==> config.mk <==
export PLATFORM = sky130hd
export DESIGN_NAME = ptirq_core
export DESIGN_NICKNAME = d
export VERILOG_FILES = /design/src/shared/ptirq_pkg.sv /design/src/ptirq_core.sv
export SDC_FILE = /design/constraint.sdc
export NUM_CORES = 1
export LEC_CHECK = 0
export BUFFER_PORTS_ARGS = -buffer_cell sky130_fd_sc_hd__buf_2
export CORE_MARGIN = 2
export CORE_UTILIZATION = 65
export DETAILED_ROUTE_END_ITERATION = 7
export GPL_ROUTABILITY_DRIVEN = 0
export PLACE_DENSITY = 0.85
export SETUP_SLACK_MARGIN = 0.5
export SYNTH_ARGS = -nofsm -noshare
export SYNTH_HDL_FRONTEND = slang
export SYNTH_SLANG_ARGS = --single-unit
==> constraint.sdc <==
create_clock -name i_clk -period 4.6 [get_ports i_clk]
set_input_delay 0.92 -clock i_clk [delete_from_list [all_inputs] [get_ports i_clk]]
set_output_delay 0.92 -clock i_clk [all_outputs]
set_load 0.02 [all_outputs]
==> src/shared/ptirq_pkg.sv <==
// Package for the pressure/temperature event interrupt block
package ptirq_pkg;
  // Register indices (byte addresses on the internal register port)
  localparam logic [3:0] ADDR_PA_UP_LO = 4'h2;
  localparam logic [3:0] ADDR_PA_UP_HI = 4'h3;
  localparam logic [3:0] ADDR_PA_MID_LO = 4'h4;
  localparam logic [3:0] ADDR_PA_MID_HI = 4'h5;
  localparam logic [3:0] ADDR_PA_LOW_LO = 4'h6;
  localparam logic [3:0] ADDR_PA_LOW_HI = 4'h7;
  localparam logic [3:0] ADDR_T_UP = 4'h8;
  localparam logic [3:0] ADDR_T_MID = 4'h9;
  localparam logic [3:0] ADDR_T_LOW = 4'hA;
  localparam logic [3:0] ADDR_EVT_EN = 4'hB;
  localparam logic [3:0] ADDR_EVT_ROUTE = 4'hC;
  localparam logic [3:0] ADDR_EVT_FLAGS = 4'hD;
  localparam logic [3:0] ADDR_EVT_DIR = 4'hE;
  localparam logic [3:0] ADDR_COMP_CTRL = 4'hF;
  // Reset values
  localparam logic [7:0] RST_ZERO = 8'h00;
  localparam logic [7:0] RST_COMP_CTRL = 8'h80;
  // Event bit positions (enable, routing and flag registers)
  localparam int BIT_TEMP_OUTSIDE_EVENT = 0;
  localparam int BIT_PRESS_ALT_OUTSIDE_EVENT = 1;
  localparam int BIT_TEMP_CROSS_EVENT = 2;
  localparam int BIT_PRESS_ALT_CROSS_EVENT = 3;
  localparam int BIT_T_RDY = 4;
  localparam int BIT_PRESS_ALT_DONE_EVENT = 5;
  localparam int BIT_MODE = 6;
  localparam int BIT_IDLE = 6;
  localparam int BIT_ERR = 7;
  localparam int BIT_COMP = 7;
  // Direction bit positions
  localparam int DIR_TEMP_OUTSIDE_EVENT = 0;
  localparam int DIR_P_WIN = 1;
  localparam int DIR_TEMP_CROSS_EVENT = 2;
  localparam int DIR_P_TRAV = 3;

  // Host commands as decoded by the command front end
  typedef enum logic [2:0] {
    PTIRQ_CMD_CONVERT = 3'h0,
    PTIRQ_CMD_READ_PRESS_TEMP_COMMAND = 3'h1,
    PTIRQ_CMD_READ_ALT_TEMP_COMMAND = 3'h2,
    PTIRQ_CMD_READ_P = 3'h3,
    PTIRQ_CMD_READ_A = 3'h4,
    PTIRQ_CMD_READ_T = 3'h5,
    PTIRQ_CMD_SOFT_RST = 3'h6
  } ptirq_cmd_e;

  // Register port request
  typedef struct packed {
    logic wr;
    logic [3:0] addr;
    logic [7:0] wdata;
  } ptirq_reg_req_s;

  // One finished conversion result
  typedef struct packed {
    logic valid;
    logic signed [23:0] value;
  } ptirq_meas_s;
endpackage

==> src/ptirq_core.sv <==
// Event detection, flags and interrupt pin for the pressure/temp sensor
`timescale 1ns/1ps
module ptirq_core
  import ptirq_pkg::*;
(
  // Clock and reset
  input wire logic i_clk,
  input wire logic i_rst_n,
  // Register port
  input wire logic i_reg_en,
  input wire ptirq_reg_req_s i_reg_req,
  output logic [7:0] o_reg_rdata,
  // Commands, valid for one cycle once recognised
  input wire logic i_cmd_valid,
  input wire ptirq_cmd_e i_cmd,
  // Conversion results and device state
  input wire ptirq_meas_s i_temp_meas,
  input wire ptirq_meas_s i_pa_meas,
  input wire logic i_dev_busy,
  // Outputs
  output logic o_event_pin,
  output logic o_compensation_enable,
  output logic o_channel_altitude_select
);

  logic [7:0] pa_up_lo, pa_up_hi, pa_mid_lo, pa_mid_hi, pa_low_lo, pa_low_hi;
  logic [7:0] t_up, t_mid, t_low, evt_en, evt_route, comp_ctrl;
  logic [5:0] flags;
  logic [3:0] dir;
  logic t_rdy, press_alt_done_event;
  logic signed [23:0] t_prev, pa_prev;
  logic t_prev_ok, pa_prev_ok;

  // Register write decode
  wire wr = i_reg_en && i_reg_req.wr;
  wire soft_rst = i_cmd_valid && (i_cmd == PTIRQ_CMD_SOFT_RST);

  wire alt_mode = evt_route[BIT_MODE];
  wire [15:0] pa_up = {pa_up_hi, pa_up_lo};
  wire [15:0] pa_mid = {pa_mid_hi, pa_mid_lo};
  wire [15:0] pa_low = {pa_low_hi, pa_low_lo};
  wire signed [24:0] pa_up_x = alt_mode ? 25'(signed'(pa_up))
                                        : 25'(signed'({1'b0, pa_up}));
  wire signed [24:0] pa_mid_x = alt_mode ? 25'(signed'(pa_mid))
                                         : 25'(signed'({1'b0, pa_mid}));
  wire signed [24:0] pa_low_x = alt_mode ? 25'(signed'(pa_low))
                                         : 25'(signed'({1'b0, pa_low}));
  wire signed [24:0] t_up_x = 25'(signed'(t_up));
  wire signed [24:0] t_mid_x = 25'(signed'(t_mid));
  wire signed [24:0] t_low_x = 25'(signed'(t_low));
  wire signed [24:0] pa_val = 25'(i_pa_meas.value);
  wire signed [24:0] t_val = 25'(i_temp_meas.value);
  wire signed [24:0] pa_old = 25'(pa_prev);
  wire signed [24:0] t_old = 25'(t_prev);

  wire limit_err = (pa_low_x > pa_up_x) || (pa_mid_x > pa_up_x) ||
                   (pa_low_x > pa_mid_x) || (t_low_x > t_up_x) ||
                   (t_mid_x > t_up_x) || (t_low_x > t_mid_x);

  wire t_above = t_val > t_up_x;
  wire t_below = t_val < t_low_x;
  wire pa_above = pa_val > pa_up_x;
  wire pa_below = pa_val < pa_low_x;
  // crossing uses previous and current sample
  wire t_rise = t_prev_ok && (t_old < t_mid_x) && (t_val >= t_mid_x);
  wire t_fall = t_prev_ok && (t_old >= t_mid_x) && (t_val < t_mid_x);
  wire pa_rise = pa_prev_ok && (pa_old < pa_mid_x) && (pa_val >= pa_mid_x);
  wire pa_fall = pa_prev_ok && (pa_old >= pa_mid_x) && (pa_val < pa_mid_x);

  wire clr_t = i_cmd_valid && (i_cmd == PTIRQ_CMD_CONVERT ||
               i_cmd == PTIRQ_CMD_READ_PRESS_TEMP_COMMAND || i_cmd == PTIRQ_CMD_READ_ALT_TEMP_COMMAND ||
               i_cmd == PTIRQ_CMD_READ_T);
  wire clr_pa = i_cmd_valid && (i_cmd == PTIRQ_CMD_CONVERT ||
                i_cmd == PTIRQ_CMD_READ_PRESS_TEMP_COMMAND || i_cmd == PTIRQ_CMD_READ_ALT_TEMP_COMMAND ||
                i_cmd == PTIRQ_CMD_READ_P || i_cmd == PTIRQ_CMD_READ_A);
  wire t_done = i_temp_meas.valid && evt_en[BIT_T_RDY];
  wire pa_done = i_pa_meas.valid && evt_en[BIT_PRESS_ALT_DONE_EVENT];

  // Threshold and control registers
  always_ff @(posedge i_clk or negedge i_rst_n)
  begin
    if (!i_rst_n)
    begin
      pa_up_lo <= RST_ZERO;
      pa_up_hi <= RST_ZERO;
      pa_mid_lo <= RST_ZERO;
      pa_mid_hi <= RST_ZERO;
      pa_low_lo <= RST_ZERO;
      pa_low_hi <= RST_ZERO;
      t_up <= RST_ZERO;
      t_mid <= RST_ZERO;
      t_low <= RST_ZERO;
      evt_en <= RST_ZERO;
      evt_route <= RST_ZERO;
      comp_ctrl <= RST_COMP_CTRL;
    end
    else if (wr)
    begin
      unique case (i_reg_req.addr)
        ADDR_PA_UP_LO: pa_up_lo <= i_reg_req.wdata;
        ADDR_PA_UP_HI: pa_up_hi <= i_reg_req.wdata;
        ADDR_PA_MID_LO: pa_mid_lo <= i_reg_req.wdata;
        ADDR_PA_MID_HI: pa_mid_hi <= i_reg_req.wdata;
        ADDR_PA_LOW_LO: pa_low_lo <= i_reg_req.wdata;
        ADDR_PA_LOW_HI: pa_low_hi <= i_reg_req.wdata;
        ADDR_T_UP: t_up <= i_reg_req.wdata;
        ADDR_T_MID: t_mid <= i_reg_req.wdata;
        ADDR_T_LOW: t_low <= i_reg_req.wdata;
        ADDR_EVT_EN: evt_en <= {2'b00, i_reg_req.wdata[5:0]};
        ADDR_EVT_ROUTE: evt_route <= {1'b0, i_reg_req.wdata[6:0]};
        ADDR_COMP_CTRL: comp_ctrl <= {i_reg_req.wdata[BIT_COMP], 7'h00};
        default: ;
      endcase
    end
  end

  // Event state: done events, sticky flags, directions, last samples
  always_ff @(posedge i_clk or negedge i_rst_n)
  begin
    if (!i_rst_n)
    begin
      t_rdy <= 1'b0;
      press_alt_done_event <= 1'b0;
      flags <= 6'h00;
      dir <= 4'h0;
      t_prev <= 24'h000000;
      pa_prev <= 24'h000000;
      t_prev_ok <= 1'b0;
      pa_prev_ok <= 1'b0;
    end
    else if (soft_rst)
    begin
      t_rdy <= 1'b0;
      press_alt_done_event <= 1'b0;
      flags <= 6'h00;
      dir <= 4'h0;
      t_prev_ok <= 1'b0;
      pa_prev_ok <= 1'b0;
    end
    else
    begin
      // completion wins over a clear in the same cycle
      if (t_done)
        t_rdy <= 1'b1;
      else if (clr_t)
        t_rdy <= 1'b0;
      if (pa_done)
        press_alt_done_event <= 1'b1;
      else if (clr_pa)
        press_alt_done_event <= 1'b0;
      if (i_temp_meas.valid)
      begin
        t_prev <= i_temp_meas.value;
        t_prev_ok <= 1'b1;
        // flags updated on every sample; events set only with done enabled
        // Ready flag tracks t_rdy so a disabled conversion cannot hide it
        flags[BIT_T_RDY] <= t_done || (t_rdy && !clr_t);
        flags[BIT_TEMP_OUTSIDE_EVENT] <= t_done && evt_en[BIT_TEMP_OUTSIDE_EVENT] &&
                            (t_above || t_below);
        flags[BIT_TEMP_CROSS_EVENT] <= t_done && evt_en[BIT_TEMP_CROSS_EVENT] &&
                             (t_rise || t_fall);
        dir[DIR_TEMP_OUTSIDE_EVENT] <= t_above;
        dir[DIR_TEMP_CROSS_EVENT] <= t_rise;
      end
      else if (clr_t)
        flags[BIT_T_RDY] <= 1'b0;
      if (i_pa_meas.valid)
      begin
        pa_prev <= i_pa_meas.value;
        pa_prev_ok <= 1'b1;
        flags[BIT_PRESS_ALT_DONE_EVENT] <= pa_done || (press_alt_done_event && !clr_pa);
        flags[BIT_PRESS_ALT_OUTSIDE_EVENT] <= pa_done && evt_en[BIT_PRESS_ALT_OUTSIDE_EVENT] &&
                             (pa_above || pa_below);
        flags[BIT_PRESS_ALT_CROSS_EVENT] <= pa_done && evt_en[BIT_PRESS_ALT_CROSS_EVENT] &&
                              (pa_rise || pa_fall);
        dir[DIR_P_WIN] <= pa_above;
        dir[DIR_P_TRAV] <= pa_rise;
      end
      else if (clr_pa)
        flags[BIT_PRESS_ALT_DONE_EVENT] <= 1'b0;
    end
  end

  // live cross/outside events drop with their done event
  wire [5:0] live;
  assign live[BIT_T_RDY] = t_rdy;
  assign live[BIT_PRESS_ALT_DONE_EVENT] = press_alt_done_event;
  assign live[BIT_TEMP_OUTSIDE_EVENT] = t_rdy && flags[BIT_TEMP_OUTSIDE_EVENT];
  assign live[BIT_TEMP_CROSS_EVENT] = t_rdy && flags[BIT_TEMP_CROSS_EVENT];
  assign live[BIT_PRESS_ALT_OUTSIDE_EVENT] = press_alt_done_event && flags[BIT_PRESS_ALT_OUTSIDE_EVENT];
  assign live[BIT_PRESS_ALT_CROSS_EVENT] = press_alt_done_event && flags[BIT_PRESS_ALT_CROSS_EVENT];

  // pin from routed live events only
  wire next_pin = |(live & evt_route[5:0]);
  always_ff @(posedge i_clk or negedge i_rst_n)
  begin
    if (!i_rst_n)
      o_event_pin <= 1'b0;
    else
      o_event_pin <= next_pin;
  end

  wire idle = !i_dev_busy;
  assign o_compensation_enable = comp_ctrl[BIT_COMP];
  assign o_channel_altitude_select = alt_mode;

  // Read mux; unmapped addresses read zero
  wire [7:0] flag_rd = {limit_err, idle, flags};
  wire [7:0] dir_rd = {comp_ctrl[BIT_COMP], 3'b000, dir};
  always_comb
  begin
    unique case (i_reg_req.addr)
      ADDR_PA_UP_LO: o_reg_rdata = pa_up_lo;
      ADDR_PA_UP_HI: o_reg_rdata = pa_up_hi;
      ADDR_PA_MID_LO: o_reg_rdata = pa_mid_lo;
      ADDR_PA_MID_HI: o_reg_rdata = pa_mid_hi;
      ADDR_PA_LOW_LO: o_reg_rdata = pa_low_lo;
      ADDR_PA_LOW_HI: o_reg_rdata = pa_low_hi;
      ADDR_T_UP: o_reg_rdata = t_up;
      ADDR_T_MID: o_reg_rdata = t_mid;
      ADDR_T_LOW: o_reg_rdata = t_low;
      ADDR_EVT_EN: o_reg_rdata = evt_en;
      ADDR_EVT_ROUTE: o_reg_rdata = evt_route;
      ADDR_EVT_FLAGS: o_reg_rdata = flag_rd;
      ADDR_EVT_DIR: o_reg_rdata = dir_rd;
      ADDR_COMP_CTRL: o_reg_rdata = comp_ctrl;
      default: o_reg_rdata = RST_ZERO;
    endcase
  end

  // Assertions
  chk_pin_source: assert property (@(posedge i_clk) disable iff (!i_rst_n)
    o_event_pin |-> $past(|(live & evt_route[5:0])))
    else $error("event pin high with no routed live event");
  chk_t_done_sets: assert property (@(posedge i_clk) disable iff (!i_rst_n)
    t_done && !soft_rst |=> t_rdy)
    else $error("temperature done event not raised");
  chk_pa_done_sets: assert property (@(posedge i_clk) disable iff (!i_rst_n)
    pa_done && !soft_rst |=> press_alt_done_event)
    else $error("pressure done event not raised");
  chk_pa_clear: assert property (@(posedge i_clk) disable iff (!i_rst_n)
    clr_pa && !pa_done |=> !press_alt_done_event)
    else $error("pressure done event not cleared");
  chk_t_read_only: assert property (@(posedge i_clk) disable iff (!i_rst_n)
    i_cmd_valid && i_cmd == PTIRQ_CMD_READ_T && !pa_done
    |=> press_alt_done_event == $past(press_alt_done_event))
    else $error("temperature read disturbed pressure event");
  chk_win_gated: assert property (@(posedge i_clk) disable iff (!i_rst_n)
    $rose(live[BIT_TEMP_OUTSIDE_EVENT])
    |-> $past(i_temp_meas.valid && evt_en[BIT_T_RDY]))
    else $error("window event without done event");
  chk_t_clear: assert property (@(posedge i_clk) disable iff (!i_rst_n)
    clr_t && !t_done |=> !t_rdy)
    else $error("temperature done event not cleared");
  chk_p_read_only: assert property (@(posedge i_clk) disable iff (!i_rst_n)
    i_cmd_valid && i_cmd == PTIRQ_CMD_READ_P && !t_done
    |=> t_rdy == $past(t_rdy))
    else $error("pressure read disturbed temperature event");
  chk_flag_mirror: assert property (@(posedge i_clk) disable iff (!i_rst_n)
    flags[BIT_T_RDY] == t_rdy && flags[BIT_PRESS_ALT_DONE_EVENT] == press_alt_done_event)
    else $error("ready flag differs from done event");
  chk_pin_blocked: assert property (@(posedge i_clk) disable iff (!i_rst_n)
    !(|(live & evt_route[5:0])) |=> !o_event_pin)
    else $error("event pin high while all routed events low");
  chk_press_alt_outside_event_gated: assert property (@(posedge i_clk) disable iff (!i_rst_n)
    $rose(live[BIT_PRESS_ALT_OUTSIDE_EVENT])
    |-> $past(i_pa_meas.valid && evt_en[BIT_PRESS_ALT_DONE_EVENT]))
    else $error("pressure window event without done event");
  chk_hold_high: assert property (@(posedge i_clk) disable iff (!i_rst_n)
    t_rdy && !i_cmd_valid |=> t_rdy)
    else $error("done event dropped without a clearing command");
  chk_soft_reset: assert property (@(posedge i_clk) disable iff (!i_rst_n)
    soft_rst |=> flags == 6'h00 && dir == 4'h0 && !t_rdy)
    else $error("soft reset left events set");
  chk_dir_above: assert property (@(posedge i_clk) disable iff (!i_rst_n)
    i_temp_meas.valid && !soft_rst && t_above
    |=> dir[DIR_TEMP_OUTSIDE_EVENT])
    else $error("window side bit wrong");
endmodule

==> metrics list, run 1 <==
- Most common library cell in the layout ignoring fill and taps: sky130_fd_sc_hd__ha_1
* Total grt overflow: 0
- Walking the worst path, the cells encountered are inv_1 > ha_1 > a2111oi_2 > a31oi_1 > or4_1 > a211o_1 > nor4_4 > o31ai_2 > buf_4.
- In this run the static leakage power is 6.692 nW.
- TritonCTS built the clock tree.
- Share of layout cells above drive strength 1: 17.00%
* Delay of the slowest critical-path stage: 0.46 ns
* H-tree Lvls: 4
- The floorplan has 51 rows.
- Seq/Total Area, Yosys: 29.37%
- Final setup violating endpoints: 0
- Summing the areas of all compound-gate instances in the mapped netlist gives 17.40% of the synthesized area.
- After the first detailed-routing iteration, the DRC count stood at 1,197.
* Final standard cell area without fillers: 14,070 sq um
* Cells on Worst Hold Path: 2
* Clock latency reported for the late side of the worst-skew pair: 0.45 ns
- Yosys cell types: 69
* Post-layout net count: 1,741
* Highest clock frequency the design can meet: 0.2445 GHz
- The number of buffers and inverters on the critical path is 2.
* Crit path max fanout: 4
- Vias after detailed routing: 11,530
- Global routing used 37.73% of the available tracks across all layers.
* Post-synthesis average cell area: 9.527 sq um
- The clock net in this run drives a total of 149 sinks.
- Number of antenna violations at the first check in global routing: 0
* Critical path arrival: 3.17 ns
- The floorplan step defined a die boundary enclosing 20,670 sq um.
- IO Count: 82
* Worst setup path class: reg -> out
- Setup repair after global routing left no endpoint under its margin.
* Type of the tightest min-delay check: reg -> reg
- Cell with the biggest individual delay on the critical path: sky130_fd_sc_hd__or4_1
* Relative area change from synthesis to final layout: 10.83%
- Dividing the final minimum period by the clock period gives 88.92%.
- The tree is rooted in a sky130_fd_sc_hd__clkbuf_16.
- DR vias/cell: 6.851
* Least-Margin Pin Slew: 1.349 ns
- Synth Area in Adders: 26.11%
- Across the run, the number of max-cap violations was 0.
- Startpoint kind of the worst setup timing path: register
- In this run the power density over the cells is 417.3 nW/um^2.
* Setup skew after layout: 0.009989 ns
* Number of flip-flops and latches in the synthesized netlist: 149
* CP Data Required Time: 3.68 ns
- Measured along the x axis, the die boundary spans 143.8 microns.
- Cells fill 72.79% of the core in the end.
- The design draws 5.874 mW.
- Total DRC errors in the routed layout: 10
- Synthesis produced a netlist whose cell count is 1,333.
- In this run the tightest slew margin relative to its limit is 9.324%.
- Core box area: 19,330 sq um
- Antenna Cells: 0
- Measured in cells, the most critical reg-to-reg path has a length of 11.
* Violations in the final reports: design-rule violations
- In this run the number of cells on the critical path is 9.
* Clock-pin slew on the worst setup and hold paths: 0.07 ns
- When the netlist entered floorplanning its net count stood at 1,669.
- Dominant register cell in the synthesized netlist: sky130_fd_sc_hd__dfrtp_1
- Die Y: 143.8 microns
- Dividing the detail-routed wire length by the instance count gives 22.60 microns.
- The first detailed-routing pass ran for 8 iterations.
- The final layout contains routed wiring with a total length of 38.04 mm.
- Wire length of the first global-routing pass: 59.58 mm
- Run status: finished, violations left
* Total negative slack: 0 ns
* Final Hold Fails: 0
* Residual antenna-violating net count after detailed routing: 0
- Fraction of registers with async set/reset: 100.0%
- The synthesized netlist devotes 0.06897% of its cell area to XOR and XNOR gates.
* Maximum count of clock buffers along a single path: 2
- Summing the areas of all and, or, nand and nor instances in the mapped netlist gives 13.41% of the synthesized area.
- Worst-case vdd ir drop: 0.3078 mV
- Entering global routing, the biggest net connects 104 pins.
* Final HPWL DP: 28.44 mm
* Cell Area, Placed: 13,350 sq um
* Highest-count cells in the layout ignoring fill and taps: sky130_fd_sc_hd__ha_1, sky130_fd_sc_hd__dfrtp_1, sky130_fd_sc_hd__nand2_1
* Post-synth EDFFs: 0
* Starting utilization of the core area: 65.68%
- Total standard cell area after synthesis: 12,700 sq um
- Dominant combinational cell family by area after synthesis: adder cells
- Setup slack on the critical path of the routed design comes to 0.5098 ns.
- Count of final max-slew check failures: 0
- Vias in the first global route: 11,402
- Multiplexer cells account for 9.803% of the synthesized area.
- STA classifies the critical path endpoint as an output pin.
* Final Critical Period: 4.090 ns
- The Yosys step of the flow raised 0 warnings.
- Clock tree synthesis inserted a total of 17 buffers.
* Worst Setup Slack post-DPL: 0.9092 ns
- # port buffers: 81
- Kind of cell adding the most delay to the critical path: compound AO/OA/AOI/OAI gates
## worst register-to-register path, stage by stage (launching register included)
cell and delay [ns]:
sky130_fd_sc_hd__dfrtp_1 0.49, sky130_fd_sc_hd__nand2_1 0.19, sky130_fd_sc_hd__buf_4 0.25, sky130_fd_sc_hd__ha_1 0.32, sky130_fd_sc_hd__a211o_1 0.32, sky130_fd_sc_hd__a21oi_2 0.11, sky130_fd_sc_hd__o211ai_1 0.15, sky130_fd_sc_hd__a211o_1 0.34
sky130_fd_sc_hd__or3_4 0.40, sky130_fd_sc_hd__o21a_1 0.20, sky130_fd_sc_hd__a31oi_1 0.34, sky130_fd_sc_hd__o21ai_1 0.14
## per-stage QoR
| stage | cells | hold WS (ns) |
|---|---|---|
| floorplan | 1333 | 0.4498 |
| global placement | 1646 | 0.4643 |
| detailed placement | 1646 | 0.4869 |
| CTS | 1679 | 0.5024 |
| global route | 1683 | 0.5134 |
| finish | 1683 | 0.4958 |
## where the power goes
group | switching [mW] | internal (mW) | total [mW]
Sequential | 0.278 | 1.54 | 1.82
Clock | 0.620 | 0.876 | 1.50
Combinational | 1.48 | 1.08 | 2.55
Total | 2.38 | 3.50 | 5.87
## registers in the layout, summed over array words and instances, names as in the netlist, 7 cells and up
| signal | cells |
|---|---|
| t_up | 8 |
| pa_prev | 24 |
| pa_low_hi | 8 |
| pa_mid_lo | 8 |
| pa_mid_hi | 8 |
| t_mid | 8 |
| pa_low_lo | 8 |
| t_low | 8 |
| evt_route | 7 |
| t_prev | 24 |
| pa_up_hi | 8 |
| pa_up_lo | 8 |
## path summary, 6_finish.rpt
| kind | from | endpoint | slack (ns) |
|---|---|---|---|
| worst max-delay path | t_mid[6] | o_reg_rdata[7] | 0.51 |
| worst min-delay path | t_prev[0] | t_prev[0] | 0.50 |
| worst max register to register | evt_route[6] | flags[3] | 1.24 |
| worst min register to register | t_prev[0] | t_prev[0] | 0.50 |
| max in group asynchronous | i_rst_n | comp_ctrl[7] | 3.22 |
| min in group asynchronous | i_rst_n | pa_prev[18] | 0.55 |
## final cells by class
type                       instances  area [sq um]
timing repair buffer              91         501.7
inverter                          91         341.6
tap                              265         331.6
clock inverter                    13         168.9
sequential                       149          3731
fill                            1374          5260
clock buffer                      19         442.9
multi-input combinational       1055          8557
## per-layer routing
metal | track usage, % | wire length [microns]
met5 | 0 | 43
met4 | 24.72 | 2964
met3 | 9.364 | 3321
met2 | 61.10 | 17340
met1 | 44.56 | 14380
## kinds of logic after synthesis
group / Yosys count
buf+inv: 129
flops: 149
mux: 109
simple gates: 341
xor+xnor: 1
fa+ha+maj: 265
compound gates: 339
## cells in the mapped netlist, drive strengths merged, types with 4 or more instances
master	instances	area, sq um
ha	265	3316
dfrtp	148	3704
nand2	117	439.2
mux2	93	1047
inv	91	341.6
o21ai	88	440.4
a21oi	70	354.1
nor2	48	180.2
nand4	43	269.0
a21o	42	315.3
nand3	35	175.2
clkbuf	32	120.1
nor2b	22	137.6
nor3	21	105.1
nand2b	18	112.6
a211oi	16	125.1
o21a	16	120.1
mux2i	13	130.1
o211ai	13	97.59
a22oi	11	82.58
a31oi	11	68.82
o31ai	11	82.58
a221oi	7	61.31
o22ai	7	43.79
a2111oi	6	58.80
buf	6	26.27
nand3b	6	45.04
nor4	6	43.79
o221ai	6	52.55
a211o	5	43.79
a32oi	5	43.79
a221o	4	40.04
## timing repair
action,CTS,global route
endpoints found under the hold margin,0,0
buffers inserted,1,4
cloned,0,0
resized for setup,1,19
hold buffers,0,0
pin swaps,0,9
setup endpoints to repair,1,1
Note: power is estimated with default switching activity, not from simulation.
==> run 2, diff against run 1 <==
RECOVER_POWER = 100   (was not set)
==> metrics list, run 2 (same netlist as run 1, synthesis figures left out) <==
* Run status: finished, violations left
- Violations in the final reports: design-rule violations, max-capacitance violations, max-slew violations
- Most common library cell in the layout ignoring fill and taps: sky130_fd_sc_hd__ha_1
- Before antenna repair, the detailed router went through 8 iterations.
- Number of hold buffers added after cts: 0
- Fill cells: 1,387
* Site Rows: 51
- For this design the ratio of total power to cell area is 417.5 nW/um^2.
- Area enclosed by the die boundary: 20,670 sq um
- Die Y: 143.8 microns
- At the end of the flow, the number of nets in the layout was 1,741.
- The total count of hold-check failures in the final report was 0.
- Of the cells placed in the final design, the portion with a size suffix greater than 1 is 15.80%.
- Clock tree from TritonCTS: built
- Vias after detailed routing: 11,498
* CP Data Required Time: 3.68 ns
* Final wirelength: 38.02 mm
* Least-Margin Pin Slew: 2.630 ns
* Wire length of the first global-routing pass: 59.58 mm
- Highest signal layer in the routed design: met4
* Final Critical Period: 4.154 ns
- Cell at the root of the clock tree: sky130_fd_sc_hd__clkbuf_16
* Maximum count of clock buffers along a single path: 2
* Residual antenna-violating net count after detailed routing: 0
- Core box area: 19,330 sq um
* Terminus of the critical flop-to-flop path: flags[3]
- Summed over all nets, wire length on met3 after detailed routing comes to 3.351 mm.
* H-tree Lvls: 4
- Final setup violating endpoints: 0
- Total power: 5.847 mW
* Largest net degree at the start of global routing: 104
- The max-slew violation total from the final report was 112.
* Total negative slack: 0 ns
* Worst setup path class: reg -> out
- The later pin in the worst-skew pair is clocked with a latency of 0.45 ns.
- The initial antenna violation count is 0.
- Starting utilization of the core area: 65.68%
- Relative to the synthesized area, the layout overhead comes to 10.28%.
- Vias in the first global route: 11,402
* Highest-count cells in the layout ignoring fill and taps: sky130_fd_sc_hd__ha_1, sky130_fd_sc_hd__dfrtp_1, sky130_fd_sc_hd__nand2_1
- STA classifies the critical path endpoint as an output pin.
* Die Span X: 143.8 microns
* Post-route met1 wirelength: 14.31 mm
- Drt wl/cell: 22.59 microns
* Type of the tightest min-delay check: reg -> reg
- Worst-case vdd ir drop: 0.3057 mV
* Highest clock frequency the design can meet: 0.2408 GHz
- # port buffers: 81
- Global routing consumed, over all layers together, 37.73% of the routing resources.
- Final HPWL DP: 28.44 mm
* Setup crit start: evt_route[6]
- Pin placement for this block handled 82 I/O pins.
* Last element of the critical path: o_reg_rdata[7]
- Critical path arrival: 3.23 ns
- Counting the buffers created by CTS gives 17.
- In this run the critical register-to-register path is launched from evt_route[6].
- For this run, design rule violations remaining after detail routing come to 2.
- Clock-pin slew was measured on the worst setup and hold paths at 0.06 ns.
* Length of routed met2 wiring: 17.39 mm
- Iter 0 DRT Violations: 1,219
- Total grt overflow: 0
- Along the worst path, the maximum fanout reaches 10.
* Worst hold slack across all endpoints: 0.4956 ns
- Setup slack on the worst reg-to-reg path comes out at 0.60 ns.
* Top flop regs: pa_prev: 24 flops, t_prev: 24 flops
- The number of cells on the worst reg-to-reg path is 11.
- 0 antenna diodes ended up in the layout.
* Setup skew after layout: 0.01077 ns
* Post-route fraction of the period consumed by the critical path: 90.30%
* Max-slew headroom at the worst pin: -75.33%
- Setup repair after global routing missed its margin: no
* DR vias/cell: 6.832
* Startpoint kind of the worst setup timing path: register
- CTS saw 149 sinks.
- Max-cap violations in this run came to 2.
- Summed over all cells, the static leakage comes to 6.640 nW.
==> run 2: repair_timing <==
| item | 4_1_cts | 5_1_grt |
|---|---|---|
| pin swaps | 0 | 9 |
| cloned | 0 | 0 |
| setup endpoints to repair | 1 | 1 |
| resized for setup | 1 | 19 |
| setup buffers | 1 | 4 |
==> run 2: worst min-delay path by stage <==
stage	from	endpoint	slack, ns	cells past startpoint
CTS	t_prev[0]	t_prev[0]	0.50	2
finish	t_prev[0]	t_prev[0]	0.50	2
detailed placement	t_prev[0]	t_prev[0]	0.49	2
floorplan	pa_prev[0]	pa_prev[0]	0.45	2
global route	pa_up_lo[4]	pa_up_lo[4]	0.51	1
global placement	pa_prev[0]	pa_prev[0]	0.46	2
==> run 2: final cells by class <==
class	count	area, sq um	share of cell area, %
Clock inverter	13	168.9	1.206
Clock buffer	19	442.9	3.163
Tap cell	265	331.6	2.368
Inverter	91	341.6	2.439
Sequential cell	149	3731	26.64
Timing Repair Buffer	91	460.4	3.288
Multi-Input combinational cell	1055	8528	60.90
==> run 2: report_power, final <==
| part | internal, mW | total [mW] | switching (mW) |
|---|---|---|---|
| combinational | 1.06 | 2.53 | 1.47 |
| sequential | 1.54 | 1.82 | 0.278 |
| clock | 0.876 | 1.49 | 0.617 |
| total | 3.48 | 5.85 | 2.36 |
==> run 2: worst max-delay path, stage by stage (launching register included) <==
cell and delay [ns]:
sky130_fd_sc_hd__dfrtp_1 0.47, sky130_fd_sc_hd__nand2_1 0.34, sky130_fd_sc_hd__ha_1 0.50, sky130_fd_sc_hd__o22ai_1 0.10
sky130_fd_sc_hd__or4_1 0.54, sky130_fd_sc_hd__a211o_1 0.25, sky130_fd_sc_hd__nor4_1 0.29, sky130_fd_sc_hd__o31ai_2 0.15
sky130_fd_sc_hd__buf_4 0.17
==> run 2: through the flow <==
stage	util, %	instance area, sq um	cells	setup WS (ns)
final	72.43	14000	1683	0.4464
after global routing	72.43	14000	1683	0.3846
after CTS	72.23	13970	1679	0.5102
after detailed placement	69.03	13350	1646	0.9092
after global placement	69.03	13350	1646	0.9503
after floorplan	-	12700	1333	1.095
==> run 2: layer usage <==
metal / vias to the layer above / track usage [%]
li1: 5157 / -
met1: 5464 / 44.56
met4: 0 / 24.72
met2: 640 / 61.10
met3: 237 / 9.364
met5: - / 0
